$ cat config.mk
export PLATFORM = sky130hd
export DESIGN_NAME = serial_rx_link
export DESIGN_NICKNAME = d
export VERILOG_FILES = /design/src/hw/serial_rx_pkg.sv /design/src/hw/rx_word_if.sv /design/src/hw/rx_word_buf.sv /design/src/hw/serial_rx_link.sv
export SDC_FILE = /design/constraint.sdc
export NUM_CORES = 1
export LEC_CHECK = 0
export BUFFER_PORTS_ARGS = -buffer_cell sky130_fd_sc_hd__buf_2
export CAP_MARGIN = 20
export CORE_MARGIN = 2
export CORE_UTILIZATION = 62
export CTS_CLUSTER_SIZE = 12
export DETAILED_ROUTE_END_ITERATION = 10
export GPL_TIMING_DRIVEN = 0
export PLACE_DENSITY = 0.86
export REMOVE_ABC_BUFFERS = 1
export SETUP_SLACK_MARGIN = 0.2
export SLEW_MARGIN = 20
export SYNTH_ARGS = -nofsm -noshare
export SYNTH_HDL_FRONTEND = slang
export SYNTH_HIERARCHICAL = 1
export SYNTH_SLANG_ARGS = --single-unit
$ cat constraint.sdc
create_clock -name mclk -period 6.77 [get_ports mclk]
set_clock_uncertainty 0.15 [all_clocks]
set_input_delay 0.677 -clock mclk [delete_from_list [all_inputs] [get_ports mclk]]
set_output_delay 0.677 -clock mclk [all_outputs]
set_load 0.02 [all_outputs]
$ cat src/hw/serial_rx_pkg.sv
// Shared constants, types and code tables for the serial link receiver.
package serial_rx_pkg;
	localparam int CODE_BITS = 10;
	typedef logic [CODE_BITS-1:0] code_t;
	localparam code_t K285_NEG = 10'h0fa;
	localparam code_t K285_POS = 10'h305;
	localparam logic [5:0] K28_NEG6 = 6'h0f;
	localparam logic [5:0] K28_POS6 = 6'h30;
	localparam logic [4:0] K28_X = 5'h1c;
	localparam logic [3:0] A7_NEG = 4'h7;
	localparam logic [3:0] A7_POS = 4'h8;
	localparam logic [7:0] NO_DATA_BYTE = 8'he0;
	localparam logic [5:0] ENC6 [32] = '{6'h27, 6'h1d, 6'h2d, 6'h31, 6'h35, 6'h29, 6'h19, 6'h38,
		6'h39, 6'h25, 6'h15, 6'h34, 6'h0d, 6'h2c, 6'h1c, 6'h17, 6'h1b, 6'h23, 6'h13, 6'h32,
		6'h0b, 6'h2a, 6'h1a, 6'h3a, 6'h33, 6'h26, 6'h16, 6'h36, 6'h0e, 6'h2e, 6'h1e, 6'h2b};
	localparam logic [3:0] ENC4 [8] = '{4'hb, 4'h9, 4'h5, 4'hc, 4'hd, 4'ha, 4'h6, 4'he};
	localparam logic [3:0] BIT_LAST = 4'h9;
	localparam logic [3:0] CLK_HIGH_BITS = 4'h5;
	localparam int REFRAME_LIMIT = 2048;
	localparam int MULTI_SPAN_CHARS = 4;
	localparam int MCLK_MHZ = 25;
	localparam int REF_BIT_NS = 320;
	localparam int REF_BIT_CYCLES = (REF_BIT_NS * MCLK_MHZ + 999) / 1000;
	localparam int LOOP_LIMIT_CYCLES = 1;
	localparam int IDLE_BITS = 20;
	localparam int IDLE_CYCLES = IDLE_BITS * REF_BIT_CYCLES;
	localparam int SYNC_W = 7;
	localparam logic [5:0] GAP_RESET = 6'h3f;
	typedef struct packed {
		logic        strobe;
		logic        sc;
		logic        viol;
		logic        fok;
		logic [7:0]  byte_v;
		code_t       raw;
	} rx_word_s;
	localparam int WORD_W = $bits(rx_word_s);
endpackage : serial_rx_pkg

$ cat src/hw/rx_word_if.sv
// Valid/ready carrier for received words from the framer into its buffer and from the buffer to the output stage.
`timescale 1ns/1ps
interface rx_word_if #(parameter int W = 22);
	logic [W-1:0] data;
	logic         valid;
	logic         ready;
	modport src (output data, output valid, input ready);
	modport snk (input data, input valid, output ready);
endinterface : rx_word_if

$ cat src/hw/rx_word_buf.sv
// Small FIFO that holds received words while the host stalls.
`timescale 1ns/1ps
module rx_word_buf #(
	parameter int W     = serial_rx_pkg::WORD_W,
	parameter int DEPTH = 2
) (
	input wire logic mclk,
	input wire logic sys_rst,
	input wire logic clk_en,
	rx_word_if.snk   wr,
	rx_word_if.src   rd
);
	import serial_rx_pkg::*;
	localparam int AW = (DEPTH > 1) ? $clog2(DEPTH) : 1;
	localparam logic [AW:0] FULL = (AW + 1)'(DEPTH);

	logic [W-1:0]  mem_r [DEPTH];
	logic [AW-1:0] wp_r;
	logic [AW-1:0] rp_r;
	logic [AW:0]   cnt_r;
	logic          push;
	logic          pop;

	function automatic logic [AW-1:0] next_ptr(input logic [AW-1:0] p);
		return (p == AW'(DEPTH - 1)) ? '0 : AW'(p + 1'b1);
	endfunction : next_ptr

	assign wr.ready = (cnt_r != FULL);
	assign rd.valid = (cnt_r != '0);
	assign rd.data  = mem_r[rp_r];
	assign push     = clk_en & wr.valid & wr.ready;
	assign pop      = clk_en & rd.valid & rd.ready;

	always_ff @(posedge mclk) begin
		if (push) begin
			mem_r[wp_r] <= wr.data;
		end
	end

	always_ff @(posedge mclk or posedge sys_rst) begin
		if (sys_rst) begin
			wp_r  <= '0;
			rp_r  <= '0;
			cnt_r <= '0;
		end else begin
			if (push) begin
				wp_r <= next_ptr(wp_r);
			end
			if (pop) begin
				rp_r <= next_ptr(rp_r);
			end
			if (push && !pop) begin
				cnt_r <= cnt_r + 1'b1;
			end else if (pop && !push) begin
				cnt_r <= cnt_r - 1'b1;
			end
		end
	end
endmodule : rx_word_buf

$ cat src/hw/serial_rx_link.sv
// Serial link receiver: line select, bit clock fallback, byte framer, decoder and output stage.
//
// Contract
// - Select line low takes data from line B.
// - Loopback input low forces loopback output low.
// - Encoded no-data gives violation and C0.7.
// - Bypass no-data drives raw code low.
// - No data: bit clock tracks reference rate.
// - Stream switch needs K28.5, or two within four.
// - At offset limit, recenter on reference first.
// - Out of lock, stay within offset limits.
// - Bypass clean break: reference clock, strobe high.
// - Encoded clean break: strobe once per byte.
// - Encoded break shows C0.7, special, violation.
// - Bypass noise strobes only on K28.5 pattern.
// - Framer only with reframe high; else aligned.
// - After 2048 bytes reframe, need spaced pair.
// - Bypass strobe pulses per detected K28.5.
`timescale 1ns/1ps
module serial_rx_link (
	input  wire logic           mclk,
	input  wire logic           sys_rst,
	input  wire logic           clk_en,
	input  wire logic           line_a_in,
	input  wire logic           line_b_in,
	input  wire logic           line_select_in,
	input  wire logic           link_clk_in,
	input  wire logic           loop_serial_in,
	input  wire logic           reframe_enable,
	input  wire logic           bypass_mode,
	input  wire logic           host_ready,
	output logic                recovered_clock,
	output logic                char_strobe_n,
	output logic [7:0]          decoded_byte_out,
	output logic                special_char_flag,
	output logic                violation_flag,
	output serial_rx_pkg::code_t raw_code_out,
	output logic                data_valid,
	output logic                frame_ok,
	output logic                loop_serial_out,
	output logic                word_lost
);
	import serial_rx_pkg::*;
	localparam logic [7:0] REF_P   = 8'(REF_BIT_CYCLES);
	localparam logic [7:0] LIM_P   = 8'(LOOP_LIMIT_CYCLES);
	localparam logic [7:0] IDLE_P  = 8'(IDLE_CYCLES);
	localparam logic [11:0] AGE_P  = 12'(REFRAME_LIMIT);
	localparam logic [5:0] SPAN_P  = 6'(MULTI_SPAN_CHARS * CODE_BITS);

	logic [SYNC_W-1:0] sync1_r, sync2_r;
	logic       a_s, b_s, sel_s, link_s, loop_s, bypass_s, reframe_s;
	logic       link_d_r, data_d_r, sel_d_r;
	logic       data_bit, link_edge, data_edge, no_data, bit_tick, meas_ok;
	logic [7:0] idle_cnt_r, meas_cnt_r, loop_period_r, ph_cnt_r;
	code_t      shreg_r, sh_nxt;
	logic [3:0] bit_cnt_r;
	logic [5:0] gap_r;
	logic [11:0] age_r;
	logic       k_seen, multi, gap_ok, realign, aligned_k, word_done, frame_ok_r;
	rx_word_s   w;
	rx_word_s   head;
	logic       pop;
	logic [12:0] dec;
	logic       rclk_r, strobe_n_r, sc_r, viol_r, valid_r, loop_r, lost_r;
	logic [7:0] byte_r;
	code_t      raw_r;

	rx_word_if #(.W(WORD_W)) push_if ();
	rx_word_if #(.W(WORD_W)) pop_if ();

	function automatic logic [5:0] dec6(input logic [5:0] c);
		logic [5:0] r;
		r = 6'h00;
		for (int i = 0; i < 32; i++) begin
			if (c == ENC6[i] || (c == ~ENC6[i] && ($countones(ENC6[i]) != 3 || i == 7))) begin
				r = {1'b1, 5'(i)};
			end
		end
		return r;
	endfunction : dec6

	function automatic logic [3:0] dec4(input logic [3:0] c);
		logic [3:0] r;
		r = (c == A7_NEG || c == A7_POS) ? 4'hf : 4'h0;
		for (int i = 0; i < 8; i++) begin
			if (c == ENC4[i] || (c == ~ENC4[i] && ($countones(ENC4[i]) != 2 || i == 3))) begin
				r = {1'b1, 3'(i)};
			end
		end
		return r;
	endfunction : dec4

	// Returns special flag, violation flag and the decoded byte; disparity is not tracked.
	function automatic logic [9:0] decode_word(input code_t c);
		logic       k6;
		logic [5:0] d6;
		logic [3:0] d4;
		k6 = (c[9:4] == K28_NEG6) || (c[9:4] == K28_POS6);
		d6 = dec6(c[9:4]);
		d4 = dec4((c[9:4] == K28_POS6) ? ~c[3:0] : c[3:0]);
		return {k6, !(k6 || d6[5]) || !d4[3], d4[2:0], k6 ? K28_X : d6[4:0]};
	endfunction : decode_word

	function automatic logic is_k285(input code_t c);
		return (c == K285_NEG) || (c == K285_POS);
	endfunction : is_k285

	always_ff @(posedge mclk or posedge sys_rst) begin
		if (sys_rst) begin
			sync1_r <= '0;
			sync2_r <= '0;
		end else if (clk_en) begin
			sync1_r <= {reframe_enable, bypass_mode, loop_serial_in, link_clk_in, line_select_in, line_b_in, line_a_in};
			sync2_r <= sync1_r;
		end
	end
	assign {reframe_s, bypass_s, loop_s, link_s, sel_s, b_s, a_s} = sync2_r;

	assign data_bit  = sel_s ? a_s : b_s;
	assign link_edge = clk_en & link_s & !link_d_r;
	assign data_edge = clk_en & (data_bit != data_d_r);
	assign no_data   = (idle_cnt_r == IDLE_P);
	assign meas_ok   = (meas_cnt_r >= REF_P - LIM_P) && (meas_cnt_r <= REF_P + LIM_P);
	// Without data the loop free-runs on the reference period REF_P, which is always inside the limits.
	assign bit_tick  = clk_en & (no_data ? (ph_cnt_r >= loop_period_r - 8'd1) : link_edge);

	always_ff @(posedge mclk or posedge sys_rst) begin
		if (sys_rst) begin
			link_d_r   <= 1'b0;
			data_d_r   <= 1'b0;
			sel_d_r    <= 1'b0;
			idle_cnt_r <= IDLE_P;
		end else if (clk_en) begin
			link_d_r <= link_s;
			data_d_r <= data_bit;
			sel_d_r  <= sel_s;
			if (data_edge) begin
				idle_cnt_r <= '0;
			end else if (!no_data) begin
				idle_cnt_r <= idle_cnt_r + 8'd1;
			end
		end
	end

	always_ff @(posedge mclk or posedge sys_rst) begin
		if (sys_rst) begin
			meas_cnt_r    <= '0;
			loop_period_r <= REF_P;
			ph_cnt_r      <= '0;
		end else if (clk_en) begin
			if (link_edge) begin
				meas_cnt_r <= 8'd1;
			end else if (meas_cnt_r != 8'hff) begin
				meas_cnt_r <= meas_cnt_r + 8'd1;
			end
			if (no_data) begin
				loop_period_r <= REF_P;
			end else if (link_edge) begin
				loop_period_r <= meas_ok ? meas_cnt_r : REF_P;
			end
			ph_cnt_r <= bit_tick ? 8'd0 : ph_cnt_r + 8'd1;
		end
	end

	assign sh_nxt    = {shreg_r[8:0], data_bit};
	assign k_seen    = is_k285(sh_nxt);
	assign multi     = (age_r > AGE_P);
	assign gap_ok    = (gap_r < SPAN_P) && ((6'(gap_r + 6'd1) % 6'd10) == 6'd0);
	assign realign   = bit_tick & reframe_s & k_seen & (!multi | gap_ok);
	assign aligned_k = bit_tick & (bit_cnt_r == BIT_LAST) & k_seen;
	assign word_done = bit_tick & ((bit_cnt_r == BIT_LAST) | realign);

	always_ff @(posedge mclk or posedge sys_rst) begin
		if (sys_rst) begin
			shreg_r   <= '0;
			bit_cnt_r <= '0;
			gap_r     <= GAP_RESET;
		end else if (bit_tick) begin
			shreg_r   <= sh_nxt;
			bit_cnt_r <= word_done ? 4'd0 : bit_cnt_r + 4'd1;
			if (k_seen) begin
				gap_r <= '0;
			end else if (gap_r != GAP_RESET) begin
				gap_r <= gap_r + 6'd1;
			end
		end
	end

	always_ff @(posedge mclk or posedge sys_rst) begin
		if (sys_rst) begin
			age_r      <= '0;
			frame_ok_r <= 1'b0;
		end else if (clk_en) begin
			if (!reframe_s) begin
				age_r <= '0;
			end else if (word_done && !multi) begin
				age_r <= age_r + 12'd1;
			end
			if (no_data || sel_s != sel_d_r) begin
				frame_ok_r <= 1'b0;
			end else if (realign || (aligned_k && !reframe_s)) begin
				frame_ok_r <= 1'b1;
			end
		end
	end

	always_comb begin
		dec      = {3'b000, decode_word(sh_nxt)};
		w.raw    = no_data ? '0 : sh_nxt;
		w.fok    = frame_ok_r;
		w.sc     = no_data ? 1'b1 : dec[9];
		w.viol   = no_data ? 1'b1 : dec[8];
		w.byte_v = no_data ? NO_DATA_BYTE : dec[7:0];
		w.strobe = bypass_s ? (k_seen & !no_data) : 1'b1;
	end

	assign push_if.valid = word_done;
	assign push_if.data  = w;
	assign head          = rx_word_s'(pop_if.data);
	assign pop_if.ready  = host_ready;
	assign pop           = clk_en & pop_if.valid & host_ready;

	rx_word_buf #(.W(WORD_W), .DEPTH(2)) u_buf (
		.mclk    (mclk),
		.sys_rst (sys_rst),
		.clk_en  (clk_en),
		.wr      (push_if.snk),
		.rd      (pop_if.src)
	);

	// Word fields change only when the host takes a word, so a stall holds the last word steady.
	always_ff @(posedge mclk or posedge sys_rst) begin
		if (sys_rst) begin
			rclk_r     <= 1'b0;
			strobe_n_r <= 1'b1;
			byte_r     <= '0;
			sc_r       <= 1'b0;
			viol_r     <= 1'b0;
			raw_r      <= '0;
			valid_r    <= 1'b0;
			loop_r     <= 1'b0;
			lost_r     <= 1'b0;
		end else if (clk_en) begin
			rclk_r     <= (bit_cnt_r < CLK_HIGH_BITS);
			strobe_n_r <= !(pop && head.strobe);
			valid_r    <= pop && head.fok;
			loop_r     <= loop_s;
			lost_r     <= word_done && !push_if.ready;
			if (pop) begin
				byte_r <= head.byte_v;
				sc_r   <= head.sc;
				viol_r <= head.viol;
				raw_r  <= head.raw;
			end
		end
	end

	assign recovered_clock   = rclk_r;
	assign char_strobe_n     = strobe_n_r;
	assign decoded_byte_out  = byte_r;
	assign special_char_flag = sc_r;
	assign violation_flag    = viol_r;
	assign raw_code_out      = raw_r;
	assign data_valid        = valid_r;
	assign frame_ok          = frame_ok_r;
	assign loop_serial_out   = loop_r;
	assign word_lost         = lost_r;
endmodule : serial_rx_link

==> results of run 1 <==
==> final cells by class <==
cell class / instances / area, µm²
multi-input cells: 561 / 4000
flip-flops and latches: 154 / 4090
fillers: 898 / 3970
clock inverters: 11 / 168
repair buffers: 37 / 208
well taps: 176 / 220
inverters: 35 / 136
clock buffers: 21 / 460
==> power by group <==
group          internal (mW)  switching, mW
registers               1.19          0.328
logic                  0.608          0.723
clock network          0.636          0.366
==> synthesized netlist by cell type (all sizes together), types with 17 or more instances <==
cell	number	area share
nand2	71	0.032
xor2	17	0.019
inv	35	0.016
nor2	64	0.028
nor3	17	0.010
ha	26	0.039
nand3	31	0.020
a21oi	41	0.026
o21ai	37	0.022
xnor2	20	0.023
clkbuf	25	0.011
mux2	60	0.080
buf	22	0.018
edfxtp	44	0.16
dfrtp	100	0.30
==> cells by family after synthesis <==
group	after synthesis	share of synthesized area
flops	154	0.484
fa+ha+maj	27	0.0397
mux	67	0.0884
buf+inv	82	0.0448
compound gates	160	0.132
simple gates	270	0.169
xor+xnor	37	0.0411
==> layer usage <==
metal / global-route usage / part of all wire / vias to the layer above
li1: - / - / 2893
met1: 0.304 / 0.42 / 3051
met2: 0.430 / 0.52 / 180
met3: 0.0542 / 0.043 / 39
met4: 0.101 / 0.026 / 0
met5: 0 / 0 / -
==> registers in the layout (all words and copies together) (netlist names), 6 cells and up <==
register          cells
decoded_byte_out      8
meas_cnt_r            8
ph_cnt_r              8
gap_r                 6
raw_code_out         10
u_buf/mem_r          44
sync2_r               7
shreg_r               9
idle_cnt_r            8
sync1_r               7
loop_period_r         8
age_r                12
==> through the flow <==
| stage | instance area [µm²] | hold WS (ns) | power, mW | util | std cells |
|---|---|---|---|---|---|
| 2_1_floorplan | 8190 | 0.293 | 2.46 | - | 750 |
| 3_5_place_dp | 8640 | 0.340 | 2.83 | 0.652 | 963 |
| 5_1_grt | 9280 | 0.0327 | 4.08 | 0.700 | 995 |
| 6_report | 9280 | 0.0360 | 3.85 | 0.700 | 995 |
| 3_3_place_gp | 8590 | 0.320 | 2.72 | 0.649 | 962 |
| 4_1_cts | 9270 | 0.0300 | 3.84 | 0.700 | 995 |
==> worst paths after layout <==
check                                               end  slack [ns]  cells after the start
max                        u_buf/mem_r[1][13]$_DFFE_PP_        0.67                     17
min                              u_buf/rp_r$_DFFE_PP0P_        0.04                      2
max reg2reg                u_buf/mem_r[1][13]$_DFFE_PP_        0.67                     17
min reg2reg                      sync2_r[6]$_DFFE_PP0P_        0.35                      2
max in group asynchronous          gap_r[1]$_DFFE_PP1P_        5.63                      3
min in group mclk                sync1_r[6]$_DFFE_PP0P_        0.34                      2
==> flow_summary_export.csv, run 1 <==
group,metric,value,unit
status,status,"completed",
clock_network,cts.sinks,154,
global_route,grt_pass1_wl,28.9,mm
pwr,leakage,3.89,nW
timing,rsz0062_at_grt,"no",
floorplan,fp.dieW,121,µm
clock_network,h-tree-depth,4,
timing,tns,0,ns
critical_path,cp.arrival,6.00,ns
finish,fin_nets,843,
clock_network,clock_latency,0.43,ns
logic_synthesis,yosysSeqAreaShare,0.484,
place,gp_congestion,0.891,
clock_network,cts_hold_buf,0,
finish,drive_gt1_frac,0.205,
critical_path,path_max_fanout,22,
logic_synthesis,synth_flop_cell,"dfrtp_1",
floorplan,fp.coreArea,13200,µm²
global_route,grt_pass1_vias,6155,
logic_synthesis,synth-edff-count,44,
clock_network,numCtsBuffers,17,
detailed_routing,antenna_left,0,
critical_path,cpMostUsedCell,"ha_1",
critical_path,path_buf_inv,0,
critical_path,worstSetupPathType,"flop to flop",
global_route,grt_usage,0.249,
critical_path,crit_chain,"ha_1 -> and3_1 -> xnor2_2 -> ha_1 -> a21bo_2 -> a211oi_1 -> a2111oi_4 -> o22ai_2 -> a2bb2oi_2 -> ha_1 -> nor3_1 -> o311ai_0 -> a31oi_1 -> o2111ai_2 -> a21oi_2 -> and3_4 -> and2_1",
finish,final_cell_mix,"100 x dfrtp_1, 71 x nand2_1, 64 x nor2_1",
hold_path,holdCritPathClass,"input pin to async pin",
timing,fin_crit,6.10,ns
logic_synthesis,synth_seq_cells,154,
logic_synthesis,synth_area,8440,µm²
timing,slew_violations,0,
global_route,antenna_found_initial,0,
finish,final_common_cell,"dfrtp_1",
detailed_routing,dr.pass1.iters,5,
global_route,grt_overflow_total,0,
logic_synthesis,syn_avg_cell_area,10.6,µm²
detailed_routing,drc,0,
timing,worst_pin_slew,1.07,ns
detailed_routing,drt-total-wl,17.1,mm
finish,syn_to_final_growth,9.90,%
pwr,vdd_drop_max,0.000283,V
floorplan,row_count,42,
logic_synthesis,synthCells,797,
critical_path,required,6.67,ns
timing,setup_viol,0,
critical_path,critPathLaunch,"gap_r[0]$_DFFE_PP1P_",
timing,hold_viol_final,0,
clock_network,tritoncts,"done",
logic_synthesis,synth_cell_types,90,
place,pre_cts_ws,0.737,ns
floorplan,die-height,121,µm
clock_network,clock-root-buffer,"clkbuf_16",
detailed_routing,vias,6163,
clock_network,clock_path_buffers,2,
timing,slew_headroom,0.284,
place,io_buffers,36,
finish,diodes,0,
clock_network,path_clk_slew,0.06,ns
critical_path,r2r_start,"gap_r[0]$_DFFE_PP1P_",
critical_path,start_kind,"flop",
logic_synthesis,yosys_warnings,6,
floorplan,io_pins,37,
logic_synthesis,async_flop_share,0.714,
pwr,p_per_area,415,nW/µm²
timing,fin_crit_sh,0.901,
critical_path,crit_slowest_cell,"and2_1",
detailed_routing,drt_iter0_markers,535,
floorplan,die-area,14600,µm²
timing,max_freq,0.164,GHz
place,place.detailed.hpwl,11.1,mm
clock_network,postCtsSetupRepairBufs,0,
detailed_routing,avgRoutedWirePerCell,17.2,µm
floorplan,start_util,0.637,
critical_path,path_delay_family,"compound AO/OA/AOI/OAI gates",
global_route,grt_max_degree,55,
critical_path,end_kind,"flop",
critical_path,max_stage_delay,0.85,ns
timing,setup_slack,0.669,ns
detailed_routing,vias_per_cell,6.19,
clock_network,ctsResizeCount,0,
run,drv_cap,0,
Note: power is estimated with default switching activity, not from simulation.
==> run 2, diff against run 1 <==
--- a/config.mk
+++ b/config.mk
@@ -5,12 +5,13 @@
 export SDC_FILE = /design/constraint.sdc
 export NUM_CORES = 1
 export LEC_CHECK = 0
-export BUFFER_PORTS_ARGS = -buffer_cell sky130_fd_sc_hd__buf_2
+export ABC_AREA = 1
 export CAP_MARGIN = 20
 export CORE_MARGIN = 2
-export CORE_UTILIZATION = 62
+export CORE_UTILIZATION = 64
 export CTS_CLUSTER_SIZE = 12
 export DETAILED_ROUTE_END_ITERATION = 10
+export DONT_BUFFER_PORTS = 1
 export GPL_TIMING_DRIVEN = 0
 export PLACE_DENSITY = 0.86
 export REMOVE_ABC_BUFFERS = 1
==> flow_summary_export.csv, run 2 <==
group,metric,value,unit
finish,fin_nets,1010,
clock_network,clock_latency,0.43,ns
status,status,"completed",
finish,diodes,0,
global_route,grt_pass1_wl,30.1,mm
finish,syn_to_final_growth,9.33,%
global_route,grt_pass1_vias,6382,
logic_synthesis,yosysTopAreaCell,"dfrtp_1",
logic_synthesis,synth_compound_area_frac,0.0834,
detailed_routing,vias_per_cell,5.74,
timing,setup_slack,1.37,ns
logic_synthesis,syn_avg_cell_area,8.47,µm²
pwr,vdd_drop_max,0.000170,V
finish,regMostFlops,"u_buf/mem_r",
hold_path,holdCritPathClass,"input pin to flop",
clock_network,clock-root-buffer,"clkbuf_16",
finish,largest_reg_flops,44,
logic_synthesis,yosys_warnings,6,
clock_network,path_clk_slew,0.06,ns
floorplan,fp.dieW,118,µm
finish,drive_gt1_frac,0.103,
pwr,leakage,4.22,nW
finish,final_common_cell,"nand2_1",
critical_path,end_kind,"flop",
floorplan,die-area,13800,µm²
logic_synthesis,ys_top_cells_by_count,"235 x nand2_1, 132 x inv_1, 100 x dfrtp_1, 94 x nor2_1, 59 x nand3_1",
detailed_routing,drt-total-wl,17.8,mm
clock_network,postCtsSetupRepairBufs,0,
critical_path,worst-r2r-setup-slack,1.37,ns
finish,fin_area,9030,µm²
logic_synthesis,synthCells,975,
logic_synthesis,yosysMostFrequentCell,"nand2_1",
global_route,grt_max_degree,59,
global_route,grt_usage,0.268,
detailed_routing,drt_iter0_markers,862,
logic_synthesis,synth_flop_cell,"dfrtp_1",
hold_path,min_path_cells,1,
floorplan,start_util,0.655,
critical_path,start_kind,"flop",
critical_path,worstSetupPathType,"flop to flop",
critical_path,ff2ff_path_depth,18,
timing,max_freq,0.185,GHz
finish,utilization,0.716,
logic_synthesis,yosys.area_share.simple,0.247,
critical_path,r2r_start,"idle_cnt_r[0]$_DFFE_PP0P_",
detailed_routing,antenna_left,0,
place,pre_cts_ws,1.44,ns
place,dpl_cell_area,8410,µm²
logic_synthesis,synth_area,8260,µm²
logic_synthesis,synth-edff-count,44,
logic_synthesis,synthMuxAreaShare,0.0273,
critical_path,worstSetupEndpoint,"u_buf/mem_r[0][4]$_DFFE_PP_",
logic_synthesis,synth_cell_types,42,
finish,final_cell_mix,"235 x nand2_1, 131 x inv_1, 100 x dfrtp_1",
logic_synthesis,synth_area_leaders,"dfrtp_1 30%, edfxtp_1 16%, nand2_1 11%",
detailed_routing,avgRoutedWirePerCell,15.4,µm
logic_synthesis,synth_adder_area_share,0.0394,
logic_synthesis,synth_top_area_share,0.303,
floorplan,die-height,118,µm
floorplan,row_count,41,
timing,hold_viol_final,0,
logic_synthesis,synth_top_family_by_area,"simple AND/OR/NAND/NOR gates",
critical_path,reg2reg_to,"u_buf/mem_r[0][4]$_DFFE_PP_",
clock_network,clock_path_buffers,2,
clock_network,h-tree-depth,4,
logic_synthesis,yosysSeqAreaShare,0.495,
detailed_routing,drc,0,
global_route,grt_overflow_total,0,
clock_network,cts_hold_buf,1,
global_route,antenna_found_initial,0,
timing,rsz0062_at_grt,"no",
finish,fillers,927,
critical_path,critPathLaunch,"idle_cnt_r[0]$_DFFE_PP0P_",
logic_synthesis,synth_seq_cells,154,
clock_network,numCtsBuffers,17,
timing,setup_viol,0,
clock_network,tritoncts,"done",
logic_synthesis,yosys.area_share.xor_xnor,0.0297,
run,drv_cap,0,
logic_synthesis,async_flop_share,0.714,
timing,worst_pin_slew,1.02,ns
floorplan,io_pins,37,
timing,fin_crit,5.40,ns
place,gp_congestion,0.942,
critical_path,cp.arrival,5.30,ns
detailed_routing,dr.pass1.iters,5,
place,place.detailed.hpwl,11.8,mm
floorplan,fp.coreArea,12600,µm²
timing,slew_headroom,0.320,
critical_path,required,6.67,ns
timing,hold_slack,0.187,ns
pwr,p_total,3.49,mW
timing,slew_violations,0,
place,io_buffers,0,
timing,fin_crit_sh,0.797,
critical_path,path_max_fanout,29,
clock_network,cts.sinks,154,
clock_network,ctsResizeCount,0,
detailed_routing,vias,6651,
pwr,p_per_area,386,nW/µm²
-- run 2: changes by cell type in the layout (fill, tap and decap cells not counted), sizes merged, moves of 14 or more --
cell   change
o21ai     +20
xnor2     -15
mux2      -40
nand2    +183
nor2      +34
nand3     +33
and2      -14
buf       -34
a21oi     -14
inv      +107
-- run 2: cells by family after synthesis --
kind of cell | after synthesis
adders and majority gates | 26
muxes | 20
xor gates and xnor gates | 28
DFF | 154
and+or+nand+nor | 465
buffers and inverters | 162
AOI/OAI and AO/OA | 120
-- run 2: power by group --
| group | total, mW | switching [mW] | leakage (nW) | internal, mW |
|---|---|---|---|---|
| sequential | 1.43 | 0.271 | 1.78 | 1.16 |
| combinational | 1.06 | 0.676 | 2.14 | 0.387 |
| clock | 0.997 | 0.409 | 0.296 | 0.588 |
-- run 2: how the worst min path moves through the flow --
stage / startpoint / end / slack, ns
final: clk_en / char_strobe_n$_DFFE_PP1P_ / 0.19
after detailed placement: sync1_r[5]$_DFFE_PP0P_ / sync1_r[5]$_DFFE_PP0P_ / 0.31
after CTS: clk_en / char_strobe_n$_DFFE_PP1P_ / 0.19
after global routing: clk_en / char_strobe_n$_DFFE_PP1P_ / 0.19
after global placement: sync2_r[5]$_DFFE_PP0P_ / sync2_r[5]$_DFFE_PP0P_ / 0.30
after floorplan: sys_rst / u_buf/cnt_r[0]$_DFFE_PP0P_ / 0.29
-- run 2: worst max-delay path, stage by stage (launching register included) --
cell     delay, ns
dfrtp_1       0.40
inv_1         0.09
ha_1          0.15
nand4_1       0.14
nor4_4        0.65
inv_1         0.38
nand2_1       0.17
nand3_1       0.72
inv_2         0.42
nand2_1       0.15
nor2_2        0.11
nand2_2       0.08
nand2_2       0.07
nand2_1       0.11
inv_1         0.16
nand2_1       0.08
a21oi_2       0.15
nand2_1       0.09
inv_1         0.71
-- run 2: metrics by stage --
stage	setup TNS [ns]	instances
after detailed placement	0	1125
after floorplan	0	950
after global placement	-7.57	1122
after CTS	0	1158
after global routing	0	1158
final	0	1158
-- run 2: layout make-up --
cell class / instances / area, µm² / share of cell area
clock inverters: 15 / 189 / 0.0209
well taps: 172 / 215 / 0.0238
clock buffers: 17 / 425 / 0.0471
flip-flops and latches: 154 / 4090 / 0.452
multi-input cells: 659 / 3540 / 0.392
repair buffers: 4 / 60.1 / 0.00665
inverters: 137 / 519 / 0.0575
-- run 2: per-layer routing --
layer / GRT usage / up-vias / part of all wire
met5: 0 / - / 0
met4: 0.108 / 0 / 0.023
li1: - / 3189 / -
met3: 0.0538 / 45 / 0.058
met2: 0.443 / 262 / 0.49
met1: 0.347 / 3155 / 0.43
==> run 3, diff against run 2 <==
--- a/config.mk
+++ b/config.mk
@@ -8,12 +8,12 @@
 export ABC_AREA = 1
 export CAP_MARGIN = 20
 export CORE_MARGIN = 2
-export CORE_UTILIZATION = 64
+export CORE_UTILIZATION = 58
 export CTS_CLUSTER_SIZE = 12
 export DETAILED_ROUTE_END_ITERATION = 10
 export DONT_BUFFER_PORTS = 1
 export GPL_TIMING_DRIVEN = 0
-export PLACE_DENSITY = 0.86
+export PLACE_DENSITY = 0.82
 export REMOVE_ABC_BUFFERS = 1
 export SETUP_SLACK_MARGIN = 0.2
 export SLEW_MARGIN = 20
==> constraint.sdc (replaced) <==
create_clock -name mclk -period 4.45 [get_ports mclk]
set_clock_uncertainty 0.15 [all_clocks]
set_input_delay 0.445 -clock mclk [delete_from_list [all_inputs] [get_ports mclk]]
set_output_delay 0.445 -clock mclk [all_outputs]
set_load 0.02 [all_outputs]
==> flow_summary_export.csv, run 3 (same netlist as run 2, synthesis figures left out) <==
group,metric,value,unit
status,status,"completed",
run,drv_cap,0,
global_route,use_met3,0.0489,
floorplan,row_count,43,
critical_path,cp.arrival,4.11,ns
global_route,grt_overflow_total,0,
finish,drive_gt1_frac,0.127,
finish,final_common_cell,"nand2_1",
clock_network,clock_latency,0.44,ns
critical_path,path_delay_family,"simple AND/OR/NAND/NOR gates",
critical_path,crit_slowest_cell,"dfstp_2",
detailed_routing,antenna_left,0,
floorplan,start_util,0.595,
global_route,antenna_found_initial,0,
critical_path,max_stage_delay,0.60,ns
critical_path,worst-r2r-setup-slack,0.34,ns
timing,tns,0,ns
critical_path,worstSetupPathType,"flop to flop",
timing,fin_crit,4.11,ns
detailed_routing,dr.pass1.iters,8,
critical_path,path_max_fanout,8,
pwr,vdd_drop_max,0.000345,V
floorplan,fp.coreArea,13900,µm²
floorplan,die-height,123,µm
global_route,use_met2,0.394,
floorplan,io_pins,37,
detailed_routing,avgRoutedWirePerCell,15.2,µm
critical_path,start_kind,"flop",
finish,diodes,0,
critical_path,end_kind,"flop",
clock_network,h-tree-depth,4,
floorplan,fp.dieW,123,µm
critical_path,cpMostUsedCell,"nand2_2",
timing,rsz0062_at_grt,"no",
clock_network,clock_path_buffers,2,
finish,fillers,1069,
hold_path,holdCritPathClass,"input pin to flop",
clock_network,tritoncts,"done",
finish,fin_area,9330,µm²
clock_network,cts.sinks,154,
detailed_routing,drt-total-wl,18.1,mm
timing,slew_violations,0,
timing,hold_viol_final,0,
floorplan,die-area,15200,µm²
global_route,grt_pass1_vias,6281,
global_route,grt_max_degree,70,
place,gp_congestion,0.928,
global_route,grtUsageMet1,0.345,
detailed_routing,drc,0,
place,dpl_cell_area,8410,µm²
finish,regMostFlops,"u_buf/mem_r",
finish,fin_nets,1035,
global_route,grt_usage,0.252,
pwr,leakage,4.30,nW
critical_path,path_buf_inv,4,
timing,fin_crit_sh,0.924,
detailed_routing,vias_per_cell,5.65,
finish,syn_to_final_growth,12.9,%
clock_network,clock-root-buffer,"clkbuf_16",
global_route,top_usage_layer,"met2",
finish,seqCellArea,4090,µm²
detailed_routing,vias,6730,
pwr,p_per_area,572,nW/µm²
timing,setup_viol,0,
place,place.detailed.hpwl,11.3,mm
finish,multi_input_area,3620,µm²
timing,max_freq,0.243,GHz
detailed_routing,drt_iter0_markers,784,
global_route,grt_pass1_wl,29.8,mm
clock_network,numCtsBuffers,17,
critical_path,required,4.45,ns
finish,final_cell_mix,"231 x nand2_1, 129 x inv_1, 100 x dfrtp_1",
clock_network,path_clk_slew,0.07,ns
timing,slew_headroom,0.404,
timing,worst_pin_slew,0.894,ns
place,io_buffers,0,
finish,largest_reg_flops,44,
[run 3: cell types whose count changed in the layout (fill, tap and decap cells not counted), sizes merged]
| cell | previous run | this run |
|---|---|---|
| buf | 3 | 15 |
| clkinvlp | 2 | 4 |
| dlygate4sd3 | 1 | 11 |
| clkbuf | 17 | 20 |
| nor2 | 98 | 99 |
| inv | 143 | 139 |
| clkinv | 4 | 5 |
| nand3 | 64 | 65 |
| bufinv | 3 | 2 |
[run 3: final cells by class]
class	count	area share
multi-input cells	661	0.388
clock buffers	20	0.0489
repair inverters	1	0.000805
clock inverters	12	0.0150
repair buffers	26	0.0287
flip-flops and latches	154	0.438
well taps	180	0.0241
inverters	137	0.0563
[run 3: routing by layer]
metal,share of wire,up-vias
met5,0,-
li1,-,3240
met4,0.028,0
met1,0.45,3193
met2,0.47,255
met3,0.061,42
[run 3: where the power goes]
group | leakage (nW) | internal (mW) | switching (mW)
Sequential | 1.78 | 1.77 | 0.411
Clock | 0.285 | 0.861 | 0.601
Combinational | 2.24 | 0.642 | 1.06
[run 3: metrics by stage]
stage | util | instances | worst slack (ns) | power [mW] | hold WS (ns)
2_1_floorplan | - | 950 | -0.503 | 3.36 | 0.0611
3_3_place_gp | 0.602 | 1130 | -2.80 | 3.64 | 0.0816
3_5_place_dp | 0.606 | 1132 | -0.703 | 3.72 | 0.0903
4_1_cts | 0.665 | 1183 | 0.205 | 5.23 | 0.000919
5_1_grt | 0.672 | 1191 | 0.180 | 5.68 | 0.0111
6_report | 0.672 | 1191 | 0.337 | 5.34 | 0.00493
[run 3: worst paths after layout]
path	from	to	depth (start not counted)
hold / removal	clk_en	age_r[9]$_DFFE_PP0P_	2
setup reg to reg	gap_r[0]$_DFFE_PP1P_	u_buf/mem_r[0][0]$_DFFE_PP_	26
setup / recovery	gap_r[0]$_DFFE_PP1P_	u_buf/mem_r[0][0]$_DFFE_PP_	26
max in group asynchronous	sys_rst	idle_cnt_r[5]$_DFFE_PP1P_	3
min in group asynchronous	sys_rst	u_buf/cnt_r[0]$_DFFE_PP0P_	2
hold reg to reg	sync2_r[5]$_DFFE_PP0P_	sync2_r[5]$_DFFE_PP0P_	2
[run 3: what timing repair did]
action	4_1_cts	5_1_grt
cloned	2	1
hold buffers	11	0
pin swaps	2	7
endpoints found under the hold margin	56	0
resized for setup	6	11
setup buffers	6	7
setup endpoints to repair	48	47
[run 3: worst register-to-register path, delay by kind of cell, from the launching register on]
| kind | cells | cell delay, ns |
|---|---|---|
| AOI/OAI and AO/OA | 2 | 0.24 |
| adders and majority gates | 3 | 0.72 |
| buffers and inverters | 4 | 0.45 |
| DFF | 1 | 0.60 |
| and+or+nand+nor | 17 | 1.69 |
